File: src/rtl/cec_map.vh
// Register map, field positions and reset values for the comparator event control block
`ifndef CEC_MAP_VH
`define CEC_MAP_VH

// APB byte address of the control/status register
`define CEC_CTRL_ADDR 12'h000
`define CEC_ADDR_W 12

// Field positions inside the control/status register
`define CEC_BIT_POWER_OFF 7
`define CEC_BIT_REF_SEL 6
`define CEC_BIT_RESULT 5
`define CEC_BIT_IRQ_FLAG 4
`define CEC_BIT_IRQ_EN 3
`define CEC_BIT_CAPTURE 2
`define CEC_BIT_EDGE_HI 1
`define CEC_BIT_EDGE_LO 0

// Edge-select codes
`define CEC_EDGE_TOGGLE 2'h0
`define CEC_EDGE_RESERVED 2'h1
`define CEC_EDGE_FALL 2'h2
`define CEC_EDGE_RISE 2'h3

// Reset values
`define CEC_RESET_BIT 1'h0
`define CEC_RESET_EDGE 2'h0
`define CEC_RESET_DATA 32'h0000_0000

`endif

File: src/rtl/cec_sync.v
// Two-flop synchroniser for the comparator output
`timescale 1ns/1ps
module cec_sync (
   // Clock and reset
   input wire clk,
   input wire resetn,
   // Data
   input wire din,
   output wire dout
);
   reg stage1_reg;
   reg stage2_reg;

   // First stage feeds only the second stage
   always @(posedge clk or negedge resetn) begin
      if (!resetn) begin
         stage1_reg <= 1'h0;
         stage2_reg <= 1'h0;
      end else begin
         stage1_reg <= din;
         stage2_reg <= stage1_reg;
      end
   end

   assign dout = stage2_reg;
endmodule

File: src/rtl/cec_top.v
// Comparator event control: APB register, edge detection, interrupt flag, capture routing
`timescale 1ns/1ps
`include "cec_map.vh"
module cec_top (
   // Clock and reset
   input wire clk,
   input wire resetn,
   // APB slave
   input wire psel,
   input wire penable,
   input wire pwrite,
   input wire [31:0] paddr,
   input wire [31:0] pwdata,
   input wire [3:0] pstrb,
   output wire pready,
   output wire pslverr,
   output reg [31:0] prdata,
   // Analog comparator core
   input wire compare_raw,
   output wire compare_power_off,
   output wire reference_input_select,
   // Processor side
   input wire processor_global_irq_enable,
   input wire irq_vector_ack,
   output wire compare_irq,
   // Brownout detector fuse
   input wire brownout_fuse,
   // Timer input capture front end
   output wire capture_trigger,
   output wire capture_route_enable
);
   reg power_off_reg;
   reg ref_sel_reg;
   reg irq_flag_reg;
   reg irq_en_reg;
   reg capture_reg;
   reg [1:0] edge_sel_reg;
   reg result_prev_reg;
   wire result_sync;
   wire access;
   wire hit;
   wire wr_hit;
   wire rd_setup;
   wire [7:0] status_byte;
   wire flag_set;
   wire flag_clear;
   reg event_hit;
   reg power_off_next;
   reg ref_sel_next;
   reg irq_en_next;
   reg capture_next;
   reg [1:0] edge_sel_next;
   reg irq_flag_next;
   reg [31:0] prdata_next;

   // Synchronise the asynchronous comparator output
   cec_sync u_sync (
      .clk(clk),
      .resetn(resetn),
      .din(compare_raw),
      .dout(result_sync)
   );

   // APB decode; every access completes with no wait state
   assign access = psel & penable;
   assign hit = (paddr[`CEC_ADDR_W-1:0] == `CEC_CTRL_ADDR) && (paddr[31:`CEC_ADDR_W] == 20'h00000);
   // Only the low byte lane carries control bits, so its strobe gates a write
   assign wr_hit = access & pwrite & hit & pstrb[0];
   // A read is prepared in its setup cycle, so the word stands at the completing edge
   assign rd_setup = psel & ~penable & ~pwrite & hit;
   // No wait state: the register answers in the first access cycle
   assign pready = 1'h1;
   // Unmapped addresses answer with an error so software sees a bad pointer
   assign pslverr = access & ~hit;

   // Status byte as software sees it.
   // The result bit is the synchronised sample, two clocks behind the pin,
   // which keeps the read value and the event logic in agreement.
   assign status_byte = {power_off_reg, ref_sel_reg, result_sync, irq_flag_reg,
                         irq_en_reg, capture_reg, edge_sel_reg};

   // Next read word; bits above the control byte always read as zero
   always @* begin
      prdata_next = prdata;
      if (rd_setup) begin
         prdata_next = {24'h000000, status_byte};
      end
   end

   // Read data loaded at the end of the setup cycle.
   // Trade-off: the word is one cycle older than the completing edge,
   // bought so that the data output comes straight from flip-flops.
   always @(posedge clk or negedge resetn) begin
      if (!resetn) begin
         prdata <= `CEC_RESET_DATA;
      end else begin
         prdata <= prdata_next;
      end
   end

   // Next values of the writable control bits.
   // Unmapped writes and writes without the low strobe leave them alone.
   always @* begin
      power_off_next = power_off_reg;
      ref_sel_next = ref_sel_reg;
      irq_en_next = irq_en_reg;
      capture_next = capture_reg;
      edge_sel_next = edge_sel_reg;
      if (wr_hit) begin
         power_off_next = pwdata[`CEC_BIT_POWER_OFF];
         ref_sel_next = pwdata[`CEC_BIT_REF_SEL];
         irq_en_next = pwdata[`CEC_BIT_IRQ_EN];
         capture_next = pwdata[`CEC_BIT_CAPTURE];
         edge_sel_next = {pwdata[`CEC_BIT_EDGE_HI], pwdata[`CEC_BIT_EDGE_LO]};
      end
   end

   // Writable control bits.
   // Limitation: the block does not guard power or edge changes itself;
   // software must drop the interrupt enable first or a stray event may raise compare_irq; the flag still sets.
   always @(posedge clk or negedge resetn) begin
      if (!resetn) begin
         power_off_reg <= `CEC_RESET_BIT;
         ref_sel_reg <= `CEC_RESET_BIT;
         irq_en_reg <= `CEC_RESET_BIT;
         capture_reg <= `CEC_RESET_BIT;
         edge_sel_reg <= `CEC_RESET_EDGE;
      end else begin
         power_off_reg <= power_off_next;
         ref_sel_reg <= ref_sel_next;
         irq_en_reg <= irq_en_next;
         capture_reg <= capture_next;
         edge_sel_reg <= edge_sel_next;
      end
   end

   // Previous synchronised sample for edge detection
   always @(posedge clk or negedge resetn) begin
      if (!resetn) begin
         result_prev_reg <= 1'h0;
      end else begin
         result_prev_reg <= result_sync;
      end
   end

   // Event decode by edge-select code
   always @* begin
      case (edge_sel_reg)
         `CEC_EDGE_TOGGLE: event_hit = result_sync ^ result_prev_reg;
         `CEC_EDGE_FALL: event_hit = ~result_sync & result_prev_reg;
         `CEC_EDGE_RISE: event_hit = result_sync & ~result_prev_reg;
         `CEC_EDGE_RESERVED: event_hit = 1'h0;
         default: event_hit = 1'h0;
      endcase
   end

   // Flag set and clear conditions
   assign flag_set = event_hit;
   // A write of one clears it, so read-modify-write of other bits clears it too
   assign flag_clear = irq_vector_ack | (wr_hit & pwdata[`CEC_BIT_IRQ_FLAG]);

   // Next flag value; a new event wins over a clear in the same cycle,
   // so an event that lands while the handler is entered is never lost
   always @* begin
      irq_flag_next = irq_flag_reg;
      if (flag_set) begin
         irq_flag_next = 1'h1;
      end else if (flag_clear) begin
         irq_flag_next = 1'h0;
      end
   end

   // Interrupt flag register
   always @(posedge clk or negedge resetn) begin
      if (!resetn) begin
         irq_flag_reg <= `CEC_RESET_BIT;
      end else begin
         irq_flag_reg <= irq_flag_next;
      end
   end

   // Interrupt request gated by local and global enables
   assign compare_irq = irq_flag_reg & irq_en_reg & processor_global_irq_enable;

   // Analog controls
   assign compare_power_off = power_off_reg;
   // Reference only when brownout detection is fused on
   assign reference_input_select = ref_sel_reg & brownout_fuse;

   // Capture routing; disconnected path held low
   assign capture_route_enable = capture_reg;
   assign capture_trigger = capture_reg & result_sync;
endmodule

File: config.mk
export PLATFORM = sky130hd
export DESIGN_NAME = cec_top
export DESIGN_NICKNAME = d
export VERILOG_FILES = /design/src/rtl/cec_sync.v /design/src/rtl/cec_top.v
export VERILOG_INCLUDE_DIRS = /design/src /design/src/rtl
export SDC_FILE = /design/constraint.sdc
export NUM_CORES = 1
export LEC_CHECK = 0
export ABC_CLOCK_PERIOD_IN_PS = 1800
export BUFFER_PORTS_ARGS = -buffer_cell sky130_fd_sc_hd__buf_2
export CAP_MARGIN = 20
export CORE_UTILIZATION = 33
export DETAILED_ROUTE_END_ITERATION = 8
export GPL_TIMING_DRIVEN = 0
export PLACE_DENSITY_LB_ADDON = 0.12
export RECOVER_POWER = 50
export SYNTH_ARGS = -nofsm -noshare
export SYNTH_HDL_FRONTEND = slang
export SYNTH_SLANG_ARGS = --single-unit
File: constraint.sdc
create_clock -name clk -period 1.8 [get_ports clk]
set_input_delay 0.18 -clock clk [delete_from_list [all_inputs] [get_ports clk]]
set_output_delay 0.18 -clock clk [all_outputs]
set_load 0.02 [all_outputs]
Yosys cells after proc, flatten, opt, wreduce, memory -nomap -nowiden
Cells that the tools add are included.
Cells by class
  reductions and logical operators: 5
  mux-type cells: 3
  eq/ne operators: 3
  bitwise gates (word level): 22
Operators with widths (count)
  zero test 20 bit: 1
  AND 1 bit: 15
  zero test 12 bit: 1
  inverter 1 bit: 5
  == test 2 bit, second input constant: 2
  one-hot mux 1 bit (4 select lines): 1
  == test 2 x 1 -> 1 bit, second input constant: 1
  zero test 2 bit: 1
  two-way mux 1 bit: 2
  nonzero test 2 bit: 1
  logical AND 1 bit: 1
  OR 1 bit: 1
  XOR 1 bit: 1
Word-level totals
  logic and storage cells: 43
  output and inout bits: 39
  input port bits: 77
  flip-flop bits (word level): 18

Longest topological paths before layout
  word-level depth: 8
  gate-level depth with buffers: 6
  mapped depth without buffers: 6

Modules after synthesis
A second synthesis with hierarchy kept.
Unflattened totals
  cells, all modules: 88
  area, all modules: 1012.2 µm²
Modules (own cells, without submodules)
  cec_top: cells each 86, times used 1, area each 962.2 µm²
  cec_sync: cells each 2, times used 1, area each 50.0 µm²

Worst setup path after synthesis
OpenSTA, ideal clock, no wires.
  path type: input -> register
  start point: in paddr[26]
  end point: reg prdata[0]
  path slack: 0.233 ns
  buffers on the path: 0
  stages: 4
  data arrival time: 1.443 ns
  path through: nor4_1 nand4_1 nor3_4 mux2_2
On the way
  cells in the longest elaborated chain, start to end: 3
RTL lines
  start: declaration: line cec_top.v:12  | input wire [31:0] paddr,
  zero test 20 bit: line cec_top.v:66  | assign hit = (paddr[`CEC_ADDR_W-1:0] == `CEC_CTRL_ADDR) && (paddr[31:`CEC_ADDR_W] == 20'h00000);
  logical AND 1 bit: line cec_top.v:66
  AND 1 bit: line cec_top.v:70  | assign rd_setup = psel & ~penable & ~pwrite & hit;
  end signal: assignment: line cec_top.v:95  | prdata <= `CEC_RESET_DATA;
  end signal: assignment: line cec_top.v:97  | prdata <= prdata_next;
  end: declaration: line cec_top.v:17  | output reg [31:0] prdata,
No other way between the ends.
A chain may end at the register's enable or synchronous reset.

Worst setup path in the final report
  start point: in paddr[17]
  end point: reg prdata[3]
The elaborated chain is that of the path after synthesis.

==> run summary <==
Status = finished with violations
Failing checks = DRC
Worst Path Arrival = 1.71 ns
GRT Overall Usage = 13.70%
Rel. slew slack = 37.35%
Initial DRC count = 15
Critical Path Sink Type = flip-flop
Worst path depth = 5
Overflow after GRT = 0
Synth cell types = 18
Hold depth = 2
CP max FO = 8
R2R Setup Slk = 0.35 ns
Clock sink count = 18
Initial antenna violation count = 0
Area grow syn2layout = 47.96%
Synthesized area = 1012 um^2
Final Hold Viols = 0
Biggest cell delay along the critical path = 0.49 ns
Flops & latches, synth = 18
Synth warn = 0
DR vias/cell = 4.190
Hold Path Class = in -> reg
Starting Density = 35.78%
Final core utilization = 52.94%
Critical-path cell list = buf_2 > nor4_1 > nand4_1 > nor3_4 > mux2_2
Fin. max-slew vios = 0
Clock transition at path regs = 0.09 ns
Buf/Inv on CP = 1
HPWL after DPL = 1773 um
Power per standard cell area = 550.7 nW/um^2
# fillers = 279
WL met1 = 813 um
Vias in the first global route = 811
Mapped Avg Cell Area = 11.50 um^2
Minimum clock period = 1.534 ns
Ant. Diodes = 0
CTS resizes = 0
Routed wl met3 = 189 um
Cell Area, Placed = 1448 um^2
Nets = 259
First-pass GRT wire length = 3539 um
Final period utilization = 85.21%
Core area = 2829 um^2
Die height = 57.39 um
Unrepaired setup endpoints after global routing = false
DR WL met2 = 1048 um
Register area share after synthesis = 44.50%
DR vias = 880
Reg2reg path depth = 6
Gpl congestion = 0.6661
H-Tree Depth = 1
First-pass iteration count of the detailed router = 5
Share of layout cells above drive strength 1 = 57.54%
Routed length per instance = 9.967 um
CTS tree = done
Final setup vio count = 0
Fmax = 652.0 MHz
# IOs = 116
Slowest CP cell = nor3_4
Max FFs per register = 8
Placed insts = 204
Later-pin clock latency in the skew report = 0.29 ns
DR DRC count = 7
Routed wire length = 2093 um
Post-route ant nets = 0
Worst setup SP type = input port
Num CTS Buffers = 3
Port-buffer cells = 62
Static leakage = 0.9098 nW
Final cell count without fillers = 210
Maximum vdd ir drop = 0.4690 mV
Worst Tran Pin Value = 0.9398 ns
Critical path required time = 1.98 ns
FP Rows = 19
Largest net degree at the start of global routing = 19
Clock buffer depth = 2
Clk root buf = clkbuf_4
Top Layer Used = met4
Worst setup path category = in -> reg
Post-route cell area = 1498 um^2
Delay-heaviest family, CP = simple AND/OR/NAND/NOR gates
Post-Synthesis Cells = 88
MaxCap Viol Count = 0
Worst Skew = 0.004770 ns
Die width = 57.39 um
Die footprint = 3293 um^2
logic make-up (layout without fill, tap and decap cells):
kind of cell    after synthesis  in the layout  synth area share (%)
buf+inv                      28             96                 19.65
simple gates                 19             19                 13.10
flops                        18             18                 44.50
mux                          15             15                 16.69
compound gates                4              4                 2.843
fa+ha+maj                     2              2                 2.472
other cells                   2             25                0.7419
synth_stat cells, drive strengths merged:
library cell / count / area share (%)
and3: 1 / 0.62
ha: 2 / 2.5
nor3: 3 / 3.7
nor4: 8 / 4.9
mux2: 15 / 17
o211a: 1 / 0.99
dfrtp: 18 / 44
nand2: 1 / 0.37
a21oi: 1 / 0.49
inv: 3 / 1.1
nand4: 3 / 1.9
nor2: 1 / 0.37
conb: 2 / 0.74
buf: 25 / 19
and2: 2 / 1.2
a21boi: 1 / 0.74
a31oi: 1 / 0.62
power breakdown:
group,internal (W),switching (W)
clock,0.000123,0.000116
sequential,0.000410,0.00000395
combinational,0.0000852,0.0000861
path summary, 6_finish.rpt:
path                                                   from                       end
worst max register to register        u_sync.dout$_DFF_PN0_  irq_flag_reg$_DFFE_PN0P_
max in group asynchronous                            resetn   ref_sel_reg$_DFFE_PN0P_
worst min-delay path                              pwdata[4]  irq_flag_reg$_DFFE_PN0P_
worst min register to register  u_sync.stage1_reg$_DFF_PN0_     u_sync.dout$_DFF_PN0_
worst max-delay path                              paddr[17]     prdata[3]$_DFFE_PN0P_
min in group asynchronous                            resetn     prdata[5]$_DFFE_PN0P_
stage by stage:
step	total power [W]	worst slack (ns)	TNS (ns)	hold slack, ns
floorplan	0.0005250	0.2328	0	-0.1156
global placement	0.0005850	-0.07378	-0.7980	0.1224
detailed placement	0.0005891	-0.06229	-0.7467	0.1278
CTS	0.0008345	0.2538	0	0.06478
global route	0.0008596	0.05627	0	0.06921
finish	0.0008247	0.2662	0	0.07372
layer usage:
layer  track usage [%]  up-vias
li1                  -      444
met5                 0        -
met3             2.948        6
met2             23.42       47
met4             7.666        0
met1             15.85      383
cell type report:
cell class	instances	area, um^2	area share (%)
Buffer	25	187.7	12.53
Clock buffer	4	36.28	2.423
Inverter	3	11.26	0.7519
Multi-Input combinational cell	65	449.2	29.99
Sequential cell	18	450.4	30.08
Tap cell	31	38.79	2.590
Timing Repair Buffer	64	324.1	21.64
placed cells by master (no fill, tap or decap), drive strengths merged, types with 2 or more instances in the layout:
master | Yosys | layout
mux2 | 15 | 15
nor3 | 3 | 3
and2 | 2 | 2
dlygate4sd3 | 0 | 2
clkbuf | 0 | 9
dfrtp | 18 | 18
conb | 2 | 25
inv | 3 | 3
buf | 25 | 82
ha | 2 | 2
nor4 | 8 | 8
nand4 | 3 | 3
what timing repair did:
item / CTS / global route
endpoints found under the hold margin: 19 / 0
hold buffers: 2 / 0
setup buffers: 0 / 0
No activity file was read; power rests on OpenSTA's default activity.
